`config.mk`:
```
export PLATFORM = sky130hd
export DESIGN_NAME = sic_top
export DESIGN_NICKNAME = d
export VERILOG_FILES = /design/src/sic_pkg.sv /design/src/sic_counter.sv /design/src/sic_top.sv
export SDC_FILE = /design/constraint.sdc
export NUM_CORES = 1
export LEC_CHECK = 0
export BUFFER_PORTS_ARGS = -buffer_cell sky130_fd_sc_hd__buf_4
export CORE_MARGIN = 8
export CORE_UTILIZATION = 30
export DETAILED_ROUTE_END_ITERATION = 12
export GPL_TIMING_DRIVEN = 0
export SLEW_MARGIN = 25
export SYNTH_ARGS = -nofsm -noshare
export SYNTH_HDL_FRONTEND = slang
export SYNTH_SLANG_ARGS = --single-unit
```
`constraint.sdc`:
```
create_clock -name i_clk -period 1.85 [get_ports i_clk]
set_input_delay 0.185 -clock i_clk [delete_from_list [all_inputs] [get_ports i_clk]]
set_output_delay 0.185 -clock i_clk [all_outputs]
set_load 0.01 [all_outputs]
```
`src/sic_pkg.sv`:
```
package sic_pkg;

  // Integration counter
  localparam int CNT_W = 12;
  localparam int REC_LONG_CYC = 4096;
  localparam int REC_SHORT_CYC = 32;
  localparam logic [CNT_W-1:0] REC_LONG_LAST = CNT_W'(REC_LONG_CYC - 1);
  localparam logic [CNT_W-1:0] REC_SHORT_LAST = CNT_W'(REC_SHORT_CYC - 1);
  localparam logic [CNT_W-1:0] CNT_RST = 12'h000;

  // Interrupt sources, index 0 has the highest priority
  localparam int NIRQ = 8;
  localparam int IDX_W = 3;

  // Sequencer states
  typedef enum logic [4:0] {
    SIC_RUN   = 5'h01,
    SIC_WAIT  = 5'h02,
    SIC_STOP  = 5'h04,
    SIC_RECOV = 5'h08,
    SIC_INT   = 5'h10
  } sic_state_t;

  // Opcodes presented by the core at an instruction boundary
  typedef struct packed {
    logic wait_op;
    logic stop_op;
    logic swi_op;
    logic rti_op;
  } sic_op_t;

  // Clock gates driven out of the block
  typedef struct packed {
    logic cpu;
    logic per;
    logic xtal;
    logic base;
  } sic_clk_en_t;

  localparam sic_clk_en_t CLK_EN_RST = 4'hF;

  // Arbitration result handed to the core
  typedef struct packed {
    logic             software_interrupt_instr;
    logic [IDX_W-1:0] idx;
  } sic_vec_t;

  localparam sic_vec_t VEC_RST = 4'h0;

endpackage

```
`src/sic_counter.sv`:
```
`timescale 1ns/10ps
`default_nettype none
module sic_counter (
  input  wire logic                      i_clk,
  input  wire logic                      i_rst_n,
  input  wire logic                      i_clr,
  output logic [sic_pkg::CNT_W-1:0]      o_cnt,
  output logic                           o_ovf
);

  logic [sic_pkg::CNT_W-1:0] cnt_q;
  logic                      ovf_q;

  // Internal reset or i_clr clears, otherwise free running; pin reset never reaches here
  always_ff @(posedge i_clk) begin
    if (!i_rst_n) begin
      cnt_q <= sic_pkg::CNT_RST;
    end else if (i_clr) begin
      cnt_q <= sic_pkg::CNT_RST;
    end else begin
      cnt_q <= cnt_q + 12'h001;
    end
  end

  // One pulse each time the counter wraps
  always_ff @(posedge i_clk) begin
    if (!i_rst_n) begin
      ovf_q <= 1'b0;
    end else begin
      ovf_q <= !i_clr && (&cnt_q);
    end
  end

  assign o_cnt = cnt_q;
  assign o_ovf = ovf_q;

endmodule
`default_nettype wire

```
`src/sic_top.sv`:
```
// What this block does
// Twelve-bit integration counter advances once per crystal clock cycle.
// Counter overflow pulse clocks the watchdog, acting as its prescaler.
// Stop opcode clears counter, held clear until recovery, then times recovery.
// On stop wake sample short recovery bit: 32 cycles if set, else 4096.
// External pin reset leaves the counter value untouched.
// Counter runs freely once any reset has ended.
// Latch requests, arbitrate at interrupt start, hold a constant vector result.
// A latched interrupt is not pre-empted until serviced or mask cleared.
// Take hardware interrupts only at instruction end, mask clear, source enabled.
// Highest priority first; requests pending after return are taken at once.
// Entry stacks registers except index high and sets mask; return restores.
// Software interrupt ignores mask and stacks PC; hardware stacks PC minus one.
// Every reset outranks interrupts and bypasses arbitration; a pin reset in stop or recovery still leaves a hardware request latched.
// Break output forces a fetch from the software interrupt vector.
// In break, flag clearing blocked unless enable set; cleared flags stay cleared.
// Two-step flag clears are protected in break; second step after break works.
// Wait or stop opcode clears the mask and stops the processor clock.
// Wait stops processor clock only; enabled interrupt wakes, stacking next cycle.
// Reset or break also ends wait; break in wait sets the wait flag.
// With watchdog disable low the watchdog stays enabled through wait.
// Stop gates base and crystal clocks; stacking waits for recovery delay.
// Break module inactive in stop; stop leaves its registers unchanged.
// Writing zero clears the break wait flag; any reset clears it too.
// Stop opcode with stop disabled raises an illegal opcode reset.
// Recovery count reached re-enables processor and peripheral clocks first.
`timescale 1ns/10ps
`default_nettype none
module sic_top (
  input  wire logic                       i_clk,
  input  wire logic                       i_rst_n,
  input  wire logic                       i_pin_rst,
  input  wire logic                       i_stop_en,
  input  wire logic                       i_short_stop_recovery,
  input  wire logic                       i_watchdog_disable,
  input  wire logic                       i_break_clear_flag_enable,
  input  wire logic                       i_break,
  input  wire logic                       i_insn_done,
  input  wire sic_pkg::sic_op_t           i_op,
  input  wire logic                       i_int_mask,
  input  wire logic                       i_vec_done,
  input  wire logic [sic_pkg::NIRQ-1:0]   i_irq_req,
  input  wire logic [sic_pkg::NIRQ-1:0]   i_irq_en,
  input  wire logic                       i_bw_wr,
  input  wire logic                       i_bw_wdata,
  output logic                            o_int_start,
  output logic                            o_stack_pc,
  output logic                            o_set_mask,
  output logic                            o_clr_mask,
  output logic                            o_restore,
  output logic                            o_ilop_rst,
  output sic_pkg::sic_vec_t               o_vec,
  output logic                            o_vec_vld,
  output sic_pkg::sic_clk_en_t            o_clk_en,
  output logic                            o_brk_mod_en,
  output logic                            o_in_break,
  output logic                            o_flag_clr_allow,
  output logic                            o_break_wait_flag,
  output logic                            o_wdog_en,
  output logic                            o_wdog_tick,
  output logic                            o_recov_busy
);

  // Lowest index of a pending request
  function automatic logic [sic_pkg::IDX_W-1:0] prio(input logic [sic_pkg::NIRQ-1:0] p);
    logic [sic_pkg::IDX_W-1:0] r;
    r = '0;
    for (int k = sic_pkg::NIRQ - 1; k >= 0; k--) begin
      if (p[k]) begin
        r = k[sic_pkg::IDX_W-1:0];
      end
    end
    return r;
  endfunction

  // Gate pattern for each state
  function automatic sic_pkg::sic_clk_en_t gates(input sic_pkg::sic_state_t s);
    sic_pkg::sic_clk_en_t g;
    g = sic_pkg::CLK_EN_RST;
    unique case (s)
      sic_pkg::SIC_WAIT:  g = 4'h7;
      sic_pkg::SIC_STOP:  g = 4'h0;
      sic_pkg::SIC_RECOV: g = 4'h2;
      default:            g = sic_pkg::CLK_EN_RST;
    endcase
    return g;
  endfunction

  sic_pkg::sic_state_t         state_q;
  sic_pkg::sic_state_t         state_d;
  logic [sic_pkg::CNT_W-1:0]   cnt;
  logic                        cnt_ovf;
  logic                        cnt_clr;
  logic                        short_stop_recovery_q;
  logic                        rst_wake_q;
  logic                        mask_q;
  logic                        lat_vld_q;
  sic_pkg::sic_vec_t           vec_q;
  logic                        in_break_q;
  logic                        bw_q;
  logic [sic_pkg::NIRQ-1:0]    hw_pend;
  logic                        hw_any;
  logic                        hw_ok;
  logic                        brk_enter;
  logic                        brk_exit;
  logic                        swi_enter;
  logic                        rec_done;
  logic                        enter_int;
  logic                        ilop;
  logic [sic_pkg::CNT_W-1:0]   rec_last;

  logic                        int_start_q;
  logic                        stack_pc_q;
  logic                        set_mask_q;
  logic                        clr_mask_q;
  logic                        restore_q;
  logic                        ilop_q;
  sic_pkg::sic_clk_en_t        clk_en_q;
  logic                        brk_mod_en_q;
  logic                        allow_q;
  logic                        wdog_en_q;
  logic                        wdog_tick_q;
  logic                        recov_q;

  sic_counter u_counter (
    .i_clk   (i_clk),
    .i_rst_n (i_rst_n),
    .i_clr   (cnt_clr),
    .o_cnt   (cnt),
    .o_ovf   (cnt_ovf)
  );

  assign hw_pend   = i_irq_req & i_irq_en;
  assign hw_any    = |hw_pend;
  assign hw_ok     = hw_any && !i_int_mask;
  assign rec_last  = short_stop_recovery_q ? sic_pkg::REC_SHORT_LAST : sic_pkg::REC_LONG_LAST;
  assign rec_done  = (state_q == sic_pkg::SIC_RECOV) && (cnt == rec_last);
  assign ilop      = (state_q == sic_pkg::SIC_RUN) && i_insn_done && i_op.stop_op
                     && !i_stop_en && !i_break && !i_op.swi_op;
  assign brk_enter = !i_pin_rst && i_break && !in_break_q
                     && (((state_q == sic_pkg::SIC_RUN) && i_insn_done)
                         || (state_q == sic_pkg::SIC_WAIT));
  assign swi_enter = !i_pin_rst && (state_q == sic_pkg::SIC_RUN) && i_insn_done
                     && i_op.swi_op && !brk_enter;
  assign brk_exit  = in_break_q && (state_q == sic_pkg::SIC_RUN) && i_insn_done
                     && i_op.rti_op;
  assign cnt_clr   = (state_q == sic_pkg::SIC_STOP) || (state_d == sic_pkg::SIC_STOP);
  assign enter_int = (state_d == sic_pkg::SIC_INT) && (state_q != sic_pkg::SIC_INT);

  // Sequencer next state; resets win over every interrupt path
  always_comb begin
    state_d = state_q;
    unique case (state_q)
      sic_pkg::SIC_RUN: begin
        if (i_pin_rst) begin
          state_d = sic_pkg::SIC_RUN;
        end else if (i_insn_done) begin
          if (brk_enter || swi_enter) begin
            state_d = sic_pkg::SIC_INT;
          end else if (i_op.wait_op) begin
            state_d = sic_pkg::SIC_WAIT;
          end else if (i_op.stop_op && i_stop_en) begin
            state_d = sic_pkg::SIC_STOP;
          end else if (hw_ok && !i_op.stop_op) begin
            state_d = sic_pkg::SIC_INT;
          end
        end
      end
      sic_pkg::SIC_WAIT: begin
        if (i_pin_rst) begin
          state_d = sic_pkg::SIC_RUN;
        end else if (brk_enter || hw_any) begin
          state_d = sic_pkg::SIC_INT;
        end
      end
      sic_pkg::SIC_STOP: begin
        if (i_pin_rst || hw_any) begin
          state_d = sic_pkg::SIC_RECOV;
        end
      end
      sic_pkg::SIC_RECOV: begin
        if (rec_done) begin
          state_d = (rst_wake_q || i_pin_rst) ? sic_pkg::SIC_RUN : sic_pkg::SIC_INT;
        end
      end
      sic_pkg::SIC_INT: begin
        state_d = i_pin_rst ? sic_pkg::SIC_RUN : sic_pkg::SIC_INT;
        if (!i_pin_rst) begin
          state_d = sic_pkg::SIC_RUN;
        end
      end
      default: state_d = sic_pkg::SIC_RUN;
    endcase
  end

  always_ff @(posedge i_clk) begin
    if (!i_rst_n) begin
      state_q <= sic_pkg::SIC_RUN;
    end else begin
      state_q <= state_d;
    end
  end

  // Recovery length and wake cause captured as stop ends
  always_ff @(posedge i_clk) begin
    if (!i_rst_n) begin
      short_stop_recovery_q    <= 1'b0;
      rst_wake_q <= 1'b0;
    end else if ((state_q == sic_pkg::SIC_STOP) && (state_d == sic_pkg::SIC_RECOV)) begin
      short_stop_recovery_q    <= i_short_stop_recovery;
      rst_wake_q <= i_pin_rst;
    end else if ((state_q == sic_pkg::SIC_RECOV) && i_pin_rst) begin
      rst_wake_q <= 1'b1;
    end
  end

  // Interrupt latch and arbitration result
  always_ff @(posedge i_clk) begin
    if (!i_rst_n) begin
      mask_q    <= 1'b0;
      lat_vld_q <= 1'b0;
      vec_q     <= sic_pkg::VEC_RST;
    end else begin
      mask_q <= i_int_mask;
      if (i_pin_rst && (state_q != sic_pkg::SIC_STOP) && (state_q != sic_pkg::SIC_RECOV)) begin
        lat_vld_q <= 1'b0;
      end else if (!lat_vld_q && (brk_enter || swi_enter)) begin
        lat_vld_q <= 1'b1;
        vec_q     <= '{software_interrupt_instr: 1'b1, idx: '0};
      end else if (!lat_vld_q && hw_any && (state_d != state_q)
                   && (state_d == sic_pkg::SIC_INT || state_d == sic_pkg::SIC_RECOV)) begin
        lat_vld_q <= 1'b1;
        vec_q     <= '{software_interrupt_instr: 1'b0, idx: prio(hw_pend)};
      end else if (lat_vld_q && (i_vec_done || (mask_q && !i_int_mask))) begin
        lat_vld_q <= 1'b0;
      end
    end
  end

  // Core sequencing pulses
  always_ff @(posedge i_clk) begin
    if (!i_rst_n) begin
      int_start_q <= 1'b0;
      stack_pc_q  <= 1'b0;
      set_mask_q  <= 1'b0;
      clr_mask_q  <= 1'b0;
      restore_q   <= 1'b0;
      ilop_q      <= 1'b0;
    end else begin
      int_start_q <= enter_int;
      set_mask_q  <= enter_int;
      if (enter_int) begin
        stack_pc_q <= brk_enter || swi_enter || (lat_vld_q && vec_q.software_interrupt_instr);
      end
      clr_mask_q  <= (state_q == sic_pkg::SIC_RUN)
                     && ((state_d == sic_pkg::SIC_WAIT) || (state_d == sic_pkg::SIC_STOP));
      restore_q   <= !i_pin_rst && (state_q == sic_pkg::SIC_RUN) && i_insn_done
                     && i_op.rti_op;
      ilop_q      <= ilop;
    end
  end

  // Break state and flag protection
  always_ff @(posedge i_clk) begin
    if (!i_rst_n) begin
      in_break_q <= 1'b0;
      allow_q    <= 1'b1;
    end else begin
      if (brk_enter) begin
        in_break_q <= 1'b1;
      end else if (brk_exit || i_pin_rst) begin
        in_break_q <= 1'b0;
      end
      allow_q <= i_break_clear_flag_enable
                 || !(brk_enter || (in_break_q && !brk_exit && !i_pin_rst));
    end
  end

  // Break wait flag: set beats the software clear
  always_ff @(posedge i_clk) begin
    if (!i_rst_n) begin
      bw_q <= 1'b0;
    end else if (brk_enter && (state_q == sic_pkg::SIC_WAIT)) begin
      bw_q <= 1'b1;
    end else if (i_pin_rst) begin
      bw_q <= 1'b0;
    end else if (i_bw_wr && !i_bw_wdata) begin
      bw_q <= 1'b0;
    end
  end

  // Clock gates, break module and watchdog enables
  always_ff @(posedge i_clk) begin
    if (!i_rst_n) begin
      clk_en_q     <= sic_pkg::CLK_EN_RST;
      brk_mod_en_q <= 1'b1;
      wdog_en_q    <= 1'b0;
      wdog_tick_q  <= 1'b0;
      recov_q      <= 1'b0;
    end else begin
      clk_en_q     <= gates(state_d);
      brk_mod_en_q <= (state_d != sic_pkg::SIC_STOP) && (state_d != sic_pkg::SIC_RECOV);
      wdog_en_q    <= !i_watchdog_disable && (state_d != sic_pkg::SIC_STOP);
      wdog_tick_q  <= cnt_ovf && !i_watchdog_disable;
      recov_q      <= state_d == sic_pkg::SIC_RECOV;
    end
  end

  assign o_int_start       = int_start_q;
  assign o_stack_pc        = stack_pc_q;
  assign o_set_mask        = set_mask_q;
  assign o_clr_mask        = clr_mask_q;
  assign o_restore         = restore_q;
  assign o_ilop_rst        = ilop_q;
  assign o_vec             = vec_q;
  assign o_vec_vld         = lat_vld_q;
  assign o_clk_en          = clk_en_q;
  assign o_brk_mod_en      = brk_mod_en_q;
  assign o_in_break        = in_break_q;
  assign o_flag_clr_allow  = allow_q;
  assign o_break_wait_flag = bw_q;
  assign o_wdog_en         = wdog_en_q;
  assign o_wdog_tick       = wdog_tick_q;
  assign o_recov_busy      = recov_q;

endmodule
`default_nettype wire

```
=== Word level (Yosys, flattened, before mapping) ===
Cells that the tools add are included.

* Add/sub/neg operators: 1
* Bitwise operators: 3
* Equality and inequality tests: 15
* Reduce and logical (&&, ||, !) cells: 78
* Mux-type cells: 34

{| class="wikitable"
|+ Operators with widths
! cell !! number
|-
| $mux 5 || 11
|-
| $logic_and 1x1->1 || 41
|-
| $mux 3 || 8
|-
| $pmux 5 s4 || 1
|-
| $logic_not 1->1 || 14
|-
| $logic_or 1x1->1 || 13
|-
| $add 12x1->12 const B || 1
|-
| $eq 12x12->1 || 1
|-
| $mux 12 || 1
|-
| $pmux 4 s3 || 1
|-
| $reduce_and 12->1 || 1
|-
| $eq 5x2->1 const B || 2
|-
| $eq 5x3->1 const B || 2
|-
| $eq 5x4->1 const B || 2
|-
| $mux 1 || 10
|-
| $ne 5x3->1 const B || 2
|-
| $ne 5x4->1 const B || 2
|-
| $and 8x8->8 || 1
|-
| $mux 4 || 2
|-
| $reduce_or 8->1 || 1
|-
| $reduce_bool 2->1 || 3
|-
| $reduce_bool 3->1 || 2
|-
| $eq 5x1->1 const B || 1
|-
| $eq 5x5->1 const B || 1
|-
| 5 further kinds || 7
|}

* Bits of input ports: 33
* Register bits: 42
* Word-level logic and storage cells: 156

=== Longest topological paths before layout ===
Gate-level depths: netlist (run 1).

* Depth after elaboration: 16
* Mapped depth: 9
* Mapped depth without buffers: 7

=== Modules after synthesis ===
Synthesis (run 1) repeated with hierarchy kept, for this count alone.

* Cells, all modules: 266
* Area, all modules: 2,260.9 sq um

{| class="wikitable"
|+ By module, submodules not included
! module !! area an instance (sq um) !! cells an instance !! times used
|-
| sic_top || 1,707.9 || 207 || 1
|-
| sic_counter || 553.0 || 59 || 1
|}

=== Least setup slack after synthesis (run 1) ===
OpenSTA, ideal clock, no wires.

* Path kind: register to register
* From: register state_q[3]
* To: register vec_q (netlist bit o_vec[0])
* Cell stages (with the launch flop): 9
* Path slack: -185 ps
* Data required time: 1,778 ps
* Path buffers: 1
* Arrival: 1,963 ps
* Path through: dfxtp_1 buf_6 or4_1 a311oi_1 a21oi_1 nor4_1 a41oi_2 o21ai_4 mux2i_1

* Longest elaborated chain between the ends: 16

{| class="wikitable"
|+ RTL lines
! element !! RTL line !! text
|-
| start: declaration || sic_top.sv:89 || <nowiki>sic_pkg::sic_state_t state_q;</nowiki>
|-
| start signal: assignment || sic_top.sv:198 || <nowiki>state_q <= sic_pkg::SIC_RUN;</nowiki>
|-
| start signal: assignment || sic_top.sv:200 || <nowiki>state_q <= state_d;</nowiki>
|-
| $eq 5x1->1 || sic_top.sv:141, sic_top.sv:143, sic_top.sv:153 ||
|-
| $logic_and 1x1->1 || sic_top.sv:141 || <nowiki>&& (((state_q == sic_pkg::SIC_RUN) && i_insn_done)</nowiki>
|-
| $logic_or 1x1->1 || sic_top.sv:142 || <nowiki>|| (state_q == sic_pkg::SIC_WAIT));</nowiki>
|-
| $logic_and 1x1->1 || sic_top.sv:141 ||
|-
| $logic_not 1->1 || sic_top.sv:144 || <nowiki>&& i_op.swi_op && !brk_enter;</nowiki>
|-
| $logic_and 1x1->1 || sic_top.sv:144 ||
|-
| $logic_or 1x1->1 || sic_top.sv:158, sic_top.sv:227 ||
|-
| $mux 5 || sic_top.sv:158 || <nowiki>if (brk_enter || swi_enter) begin</nowiki>
|-
| $mux 5 || sic_top.sv:157 || <nowiki>end else if (i_insn_done) begin</nowiki>
|-
| $mux 5 || sic_top.sv:155 || <nowiki>if (i_pin_rst) begin</nowiki>
|-
| $pmux 5 s4 || sic_top.sv:153 || <nowiki>unique case (state_q)</nowiki>
|-
| $ne 5x5->1, or another cell as far along || sic_top.sv:230 || <nowiki>end else if (!lat_vld_q && hw_any && (state_d != state_q)</nowiki>
|-
| $logic_and 1x1->1 / $logic_or 1x1->1 (equally long branches) || sic_top.sv:230, sic_top.sv:231 ||
|-
| $logic_and 1x1->1 || sic_top.sv:231 || <nowiki>&& (state_d == sic_pkg::SIC_INT || state_d == sic_pkg::SIC_RECOV)) begin</nowiki>
|-
| $reduce_bool 2->1 (no source line) || n/a ||
|-
| $reduce_and 2->1 (no source line) || n/a ||
|-
| end signal: assignment || sic_top.sv:222 || <nowiki>vec_q <= sic_pkg::VEC_RST;</nowiki>
|-
| end signal: assignment || sic_top.sv:229 || <nowiki>vec_q <= '{software_interrupt_instr: 1'b1, idx: '0};</nowiki>
|-
| end signal: assignment || sic_top.sv:233 || <nowiki>vec_q <= '{software_interrupt_instr: 1'b0, idx: prio(hw_pend)};</nowiki>
|-
| end: declaration || sic_top.sv:98 || <nowiki>sic_pkg::sic_vec_t vec_q;</nowiki>
|}

Several ways; a longest one is shown, not always the timed one.
A chain may end at the register's enable or synchronous reset.

=== Final worst setup path (run 1) ===
* From: register state_q[0]
* To: register vec_q (netlist bit o_vec[0])

Same word-level chain as after synthesis.

==> results of run 1 <==
-- cell usage in the layout, fill, tap and decap left out, types with 3 or more instances in the layout --
| cell | count |
|---|---|
| a21oi_1 | 8 |
| a21oi_2 | 6 |
| a22oi_1 | 3 |
| and2_1 | 8 |
| and3_1 | 3 |
| buf_4 | 69 |
| buf_6 | 5 |
| clkbuf_8 | 6 |
| dfxtp_1 | 33 |
| dfxtp_2 | 4 |
| dfxtp_4 | 4 |
| inv_1 | 5 |
| mux2i_1 | 4 |
| nand2_1 | 16 |
| nand2b_1 | 5 |
| nand3_1 | 12 |
| nand4_1 | 6 |
| nor2_1 | 21 |
| nor2_2 | 5 |
| nor2b_1 | 4 |
| o21ai_0 | 5 |
| xnor2_1 | 5 |
| xor2_1 | 7 |
-- final timing paths --
check                           startpoint                             to  slack (ns)  cells past startpoint
min reg2reg  u_counter.o_cnt[0]$_SDFF_PP0_  u_counter.o_cnt[0]$_SDFF_PP0_        0.47                      1
min                     i_watchdog_disable           o_wdog_en$_SDFF_PN0_        0.05                      2
max reg2reg          state_q[0]$_SDFF_PN1_          o_vec[0]$_SDFFE_PN0P_       -0.24                      7
max                  state_q[0]$_SDFF_PN1_          o_vec[0]$_SDFFE_PN0P_       -0.24                      7
-- stage by stage --
stage | instances | utilization, % | area [sq um] | hold WS [ns]
after floorplan | 232 | - | 2010 | 0.261
after global placement | 365 | 37.8 | 2510 | 0.359
after detailed placement | 365 | 37.8 | 2510 | 0.362
after CTS | 385 | 43.4 | 2890 | 0.0427
after global routing | 388 | 44.2 | 2940 | 0.0521
final | 388 | 44.2 | 2940 | 0.0477
-- flip-flops by register name (all words and copies together) (netlist names), 3 cells and up --
| register | flops |
|---|---|
| o_clk_en | 3 |
| o_vec | 4 |
| state_q | 5 |
| u_counter.o_cnt | 12 |
-- routing by layer --
metal  up-vias  global-route usage, %  wire length, um
li1        984                      -                -
met1       940                   14.8             2570
met2        71                   18.1             2590
met3         7                   3.91              474
met4         0                   4.68               83
met5         -                      0                0
-- power by group through the flow --
stage | sequential [W] | combinational (W) | clock, W
2_1_floorplan | 0.000950 | 0.000155 | 0
3_3_place_gp | 0.000949 | 0.000277 | 0
3_5_place_dp | 0.000949 | 0.000281 | 0
4_1_cts | 0.000928 | 0.000353 | 0.000642
5_1_grt | 0.000931 | 0.000406 | 0.000678
6_report | 0.000927 | 0.000374 | 0.000632
-- final cells by class --
class	count	area [sq um]	share of cell area, %
Tap cell	80	100	3.41
Timing Repair Buffer	71	557	19.0
Buffer	7	50.0	1.70
Clock inverter	2	13.8	0.469
Sequential cell	41	841	28.6
Multi-Input combinational cell	175	1270	43.2
Inverter	6	22.5	0.767
Clock buffer	6	82.6	2.81
-- timing repair --
item                                   4_1_cts  5_1_grt
cloned                                       1        0
endpoints found under the hold margin        0        0
buffers inserted                            14        4
setup endpoints to repair                   29       31
resized for setup                           47       10
pin swaps                                   30       10
-- kinds of logic (layout without fill, tap and decap cells) --
group | Yosys count | count (layout)
AOI/OAI and AO/OA | 49 | 49
xor gates and xnor gates | 12 | 12
adders and majority gates | 1 | 1
buffers and inverters | 16 | 92
DFF | 41 | 41
muxes | 4 | 4
and+or+nand+nor | 109 | 109
==> results.md, run 1 <==
- Status: complete, but fails checks
- Failing checks: setup timing
- Leading area contributor after synthesis: dfxtp_1
- Synth Area in Adders: 0.622%
- Setup TNS: -2.26 ns
- Vias per inst: 5.16
- Max FO, Critical Path: 4
- Clk buf depth: 2
- CP top delay family: compound AO/OA/AOI/OAI gates
- RSZ-0062 raised after global routing: true
- Sequential area share after synthesis: 40.8%
- Number of diodes: 0
- CP endpoint kind: flip-flop
- Async SR Flop Fraction: 0%
- Share of the synthesized area in the top cell type: 40.8%
- # rows: 30
- Syn Nets: 266
- Num ports: 55
- Starting Density: 30.3%
- Slew Viols, Final: 0
- Sequential Power Share: 48.0%
- Unique masters post-synth: 54
- First-pass GRT wire length: 9.41 mm
- Net load switching power: 0.000526 W
- Synth Area in Compound Gates: 18.2%
- Layout cells sized above 1: 42.2%
- Synth Area in Simple Gates: 29.2%
- Clock share of power: 32.7%
- Combinational family with the most area after synthesis: simple AND/OR/NAND/NOR gates
- EDFF count, synth: 0
- Startpoint Class: flip-flop
- Leakage: 1.24 nW
- Slowest CP cell: or4_4
- Pre-antenna DRT Iters: 4
- Synthesized netlist cell count: 232
- Worst slew pin tran: 0.506 ns
- HP Class: in -> reg
- IO buf count: 53
- Vias in the first global route: 2043
- Clock sinks: 41
- Max_cap viols: 0
- Cts hold-fix bufs: 0
- Combinational Power Share: 19.3%
- Pre-CTS WS: -0.535 ns
- Fmax achieved: 0.479 GHz
- Crit path time final: 2.09 ns
- Drt wl/cell: 14.7 um
- Ranking of synthesized cells by area: dfxtp_1 (41%), nor2_1 (5.0%), a21oi_1 (3.2%)
- DRC: 0
- H-tree depth: 2
- Initial antenna violation count: 0
- Xor/xnor cell area share of the yosys netlist: 5.22%
- WP data required: 2.07 ns
- GRT Overall Usage: 11.8%
- ANT nets after route: 0
- P&R area growth vs syn: 46.0%
- Count leader, synth: dfxtp_1
- Grt ovf: 0
- Total number of vias: 2002
- Final worst slack: -0.236 ns
- Post-Synthesis Cell Area: 0.00201 sq mm
- Die Ht: 97.9 um
- Die width: 97.9 um
- Slowest stage delay, CP: 0.53 ns
- Peak VDD IR: 0.284 mV
- Largest net degree at the start of global routing: 14
- DIE AREA: 0.00958 sq mm
- CTS tree: yes
- Clk_lat worst skew: 0.29 ns
- DR iter-0 viols: 166
- Synth Warn #: 0
- Detailed Place HPWL: 4.08 mm
- Switch share: 27.2%
- Pwr per Cell Area: 658 mW/mm^2
- Endpoints failing hold: 0
- Ys flop type: dfxtp_1
- Top post-synthesis cells by count: dfxtp_1 (41), nor2_1 (27), nand2_1 (17), a21oi_1 (13), nand3_1 (13)
- Critical path type: reg -> reg
- Placer Congestion: 0.827
- Internal: 0.00141 W
- Critical Path, Cell by Cell: or4_4 -> a311oi_2 -> a21oi_1 -> nor4_2 -> a41oi_2 -> o21ai_4 -> mux2i_1
- Root buffer cell: clkbuf_8
- Final setup viols: 25
- # fillers: 648
- WP buf/inv: 0
- Overall power: 0.00193 W
- Max_slew headroom: 66.2%
- CP arrival: 2.30 ns
- Total CTS buffers: 5
- WL final: 5.71 mm
- Final worst path period share: 113%
- Core Area: 0.00664 sq mm
- FF+latch count, synth: 41
- Mux contribution to synthesized area: 1.99%
- Final #Nets: 341
- Layout Skew: 0.00686 ns
- Worst-path clk slew: 0.09 ns
- Syn Area/Cell: 8.67 sq um
Power figures use the tool's default switching activity.
==> run 2, diff against run 1 <==
--- a/config.mk
+++ b/config.mk
@@ -14,3 +14,4 @@
 export SYNTH_ARGS = -nofsm -noshare
 export SYNTH_HDL_FRONTEND = slang
 export SYNTH_SLANG_ARGS = --single-unit
+export TNS_END_PERCENT = 50
==> run 2 against run 1 <==
The run still ends with setup timing left. Die area did not move. First-iteration DRC count shrank 19%. Worst setup slack got worse by 0.023 ns. Non-clock buffer count rose by 3. Global-route usage decreased by 0.50 points. Combinational power shrank 2%. Utilization is 0.96 points higher. Final cell count rose by 0.77%.
==> results.md, run 2 (synthesized netlist as in run 1, its figures left out) <==
- Worst r2r src: state_q[0]$_SDFF_PN1_
- Hold Path Cell Cnt: 2 (unchanged)
- Non-Filler Instances: 391 (+0.77%)
- Layout cells sized above 1: 44.1% (+1.8 points)
- Internal: 0.00139 W (-1.1%)
- Worst-path clk slew: 0.08 ns (about the same)
- Number of diodes: 0 (unchanged)
- Pre-antenna DRT Iters: 4 (unchanged)
- Slew Viols, Final: 0 (unchanged)
- Total number of vias: 2011 (+0.45%)
- Status: complete, but fails checks
- Commonest non-fill, non-tap cell in the layout: buf_4
- Cells on worst reg2reg path: 8 (+1)
- Detailed Place HPWL: 4.01 mm (-1.6%)
- Root buffer cell: clkbuf_8
- Combinational Power Share: 19.2% (about the same)
- Clk_lat worst skew: 0.29 ns (about the same)
- Core Area: 0.00664 sq mm (unchanged)
- Drt wl/cell: 14.7 um (about the same)
- Placer Congestion: 0.830 (+0.39%)
- Pwr per Cell Area: 635 mW/mm^2 (-3.4%)
- Leakage: 1.26 nW (+1.8%)
- Max_cap viols: 0 (unchanged)
- CP arrival: 2.32 ns (+0.02 ns)
- Placed insts: 365 (unchanged)
- Peak VDD IR: 0.359 mV (+27%)
- DRC: 0 (unchanged)
- WL final: 5.76 mm (+0.79%)
- Hold Path Sink: o_wdog_en$_SDFF_PN0_
- Num ports: 55 (unchanged)
- Final worst path period share: 114% (+1.3 points)
- Max FO, Critical Path: 5 (+1)
- Worst slew pin tran: 0.546 ns (+0.0399 ns)
- Die width: 97.9 um (unchanged)
- Vias in the first global route: 1977 (-3.2%)
- Critical path type: reg -> reg
- # rows: 30 (unchanged)
- Final #Nets: 344 (+0.88%)
- # fillers: 634 (-2.2%)
- Worst setup path start: state_q[0]$_SDFF_PN1_
- Switch share: 27.0% (-0.20 points)
- Endpoints failing hold: 0 (unchanged)
- Crit path time final: 2.11 ns (+0.0233 ns)
- Clock sinks: 41 (unchanged)
- Clock share of power: 32.4% (-0.3 points)
- CP endpoint kind: flip-flop
- Worst Hold Launch: i_watchdog_disable
- Vias per inst: 5.14 (-0.32%)
- P&R area growth vs syn: 49.1%
- Die Ht: 97.9 um (unchanged)
- Worst reg2reg setup slack: -0.26 ns (-0.02 ns)
- Fmax achieved: 0.474 GHz (-1.1%)
- H-tree depth: 2 (unchanged)
- First-pass GRT wire length: 9.06 mm (-3.7%)
- HP Class: in -> reg
- Worst R2R End: o_vec[0]$_SDFFE_PN0P_
- WP data required: 2.06 ns (about the same)
- DIE AREA: 0.00958 sq mm (unchanged)
- Max_slew headroom: 63.6% (-2.7 points)
- DR iter-0 viols: 135 (-19%)
- Layout Utilization: 45.2% (+0.96 points)
- Largest net degree at the start of global routing: 14 (unchanged)
- Initial antenna violation count: 0 (unchanged)
- Grt ovf: 0 (unchanged)
- Starting Density: 30.3% (unchanged)
- CTS tree: yes
- Final setup viols: 27 (+8.0%)
- RSZ-0062 raised after global routing: true
- Clk buf depth: 2 (unchanged)
- Final worst slack: -0.259 ns (-0.0233 ns)
- IO buf count: 53 (unchanged)
- Failing checks: setup timing
- Layout Skew: 0.00777 ns (+0.000909 ns)
- Sequential Power Share: 48.4% (+0.4 points)
- Startpoint Class: flip-flop
- ANT nets after route: 0 (unchanged)
- Most frequent cells in the layout: buf_4 (70), dfxtp_1 (33), nor2_1 (19), nand2_1 (17), nand3_1 (11)
- Total CTS buffers: 5 (unchanged)
- Net load switching power: 0.000515 W (-2.0%)
- GRT Overall Usage: 11.3% (-0.50 points)
- Max reg flops: 12 (unchanged)
-- run 2: changes by cell type in the layout (fill, tap and decap cells not counted), sizes merged --
cell	before	now
buf	76	79
-- run 2: how the worst max path moves through the flow --
stage	cells past startpoint	endpoint	slack (ns)
after floorplan	7	o_vec[0]$_SDFFE_PN0P_	-0.15
after global placement	8	o_vec[1]$_SDFFE_PN0P_	-0.50
after detailed placement	8	o_vec[0]$_SDFFE_PN0P_	-0.51
after CTS	8	o_vec[0]$_SDFFE_PN0P_	-0.22
after global routing	7	o_vec[2]$_SDFFE_PN0P_	-0.40
final	8	o_vec[0]$_SDFFE_PN0P_	-0.26
-- run 2: power groups by stage --
stage	Clock, W	Sequential (W)	Combinational (W)
after floorplan	0	0.000950	0.000155
after global placement	0	0.000949	0.000277
after detailed placement	0	0.000949	0.000280
after CTS	0.000629	0.000924	0.000332
after global routing	0.000672	0.000926	0.000399
final	0.000618	0.000922	0.000367
-- run 2: timing repair --
action	in CTS	in global routing
cloned	0	1
pin swaps	17	19
endpoints found under the setup margin	28	29
setup buffers	8	11
resized for setup	39	36
hold buffers	0	0
-- run 2: layer usage --
layer | part of all wire [%] | track usage (%)
met1 | 45 | 13.7
met2 | 46 | 17.8
met3 | 7.5 | 4.34
met4 | 1.2 | 3.84
met5 | 0 | 0
-- run 2: final cells by class --
type / instances / area (sq um) / share of cell area [%]
clock inverters: 2 / 13.8 / 0.459
inverters: 6 / 22.5 / 0.751
repair buffers: 73 / 574 / 19.1
well taps: 80 / 100 / 3.34
plain buffers: 8 / 57.6 / 1.92
clock buffers: 6 / 82.6 / 2.75
multi-input cells: 175 / 1310 / 43.5
flip-flops and latches: 41 / 843 / 28.1
-- run 2: per-stage QoR --
step                cell area [sq um]  setup TNS (ns)  hold slack, ns  power, W  worst slack [ns]
floorplan                        2010          -0.571           0.261   0.00111            -0.145
global placement                 2510           -9.19           0.359   0.00123            -0.505
detailed placement               2510          -10.03           0.363   0.00123            -0.512
CTS                              2810           -2.02          0.0536   0.00189            -0.216
global route                     3000           -6.19          0.0503   0.00200            -0.398
finish                           3000           -4.02          0.0533   0.00191            -0.259
-- run 2: worst max-delay path, stage by stage (launching register included) --
cell,delay (ns)
dfxtp_4,0.35
buf_6,0.12
or4_4,0.43
a311oi_4,0.32
a21oi_2,0.10
nor4_2,0.17
a41oi_2,0.19
o21ai_4,0.13
mux2i_1,0.23
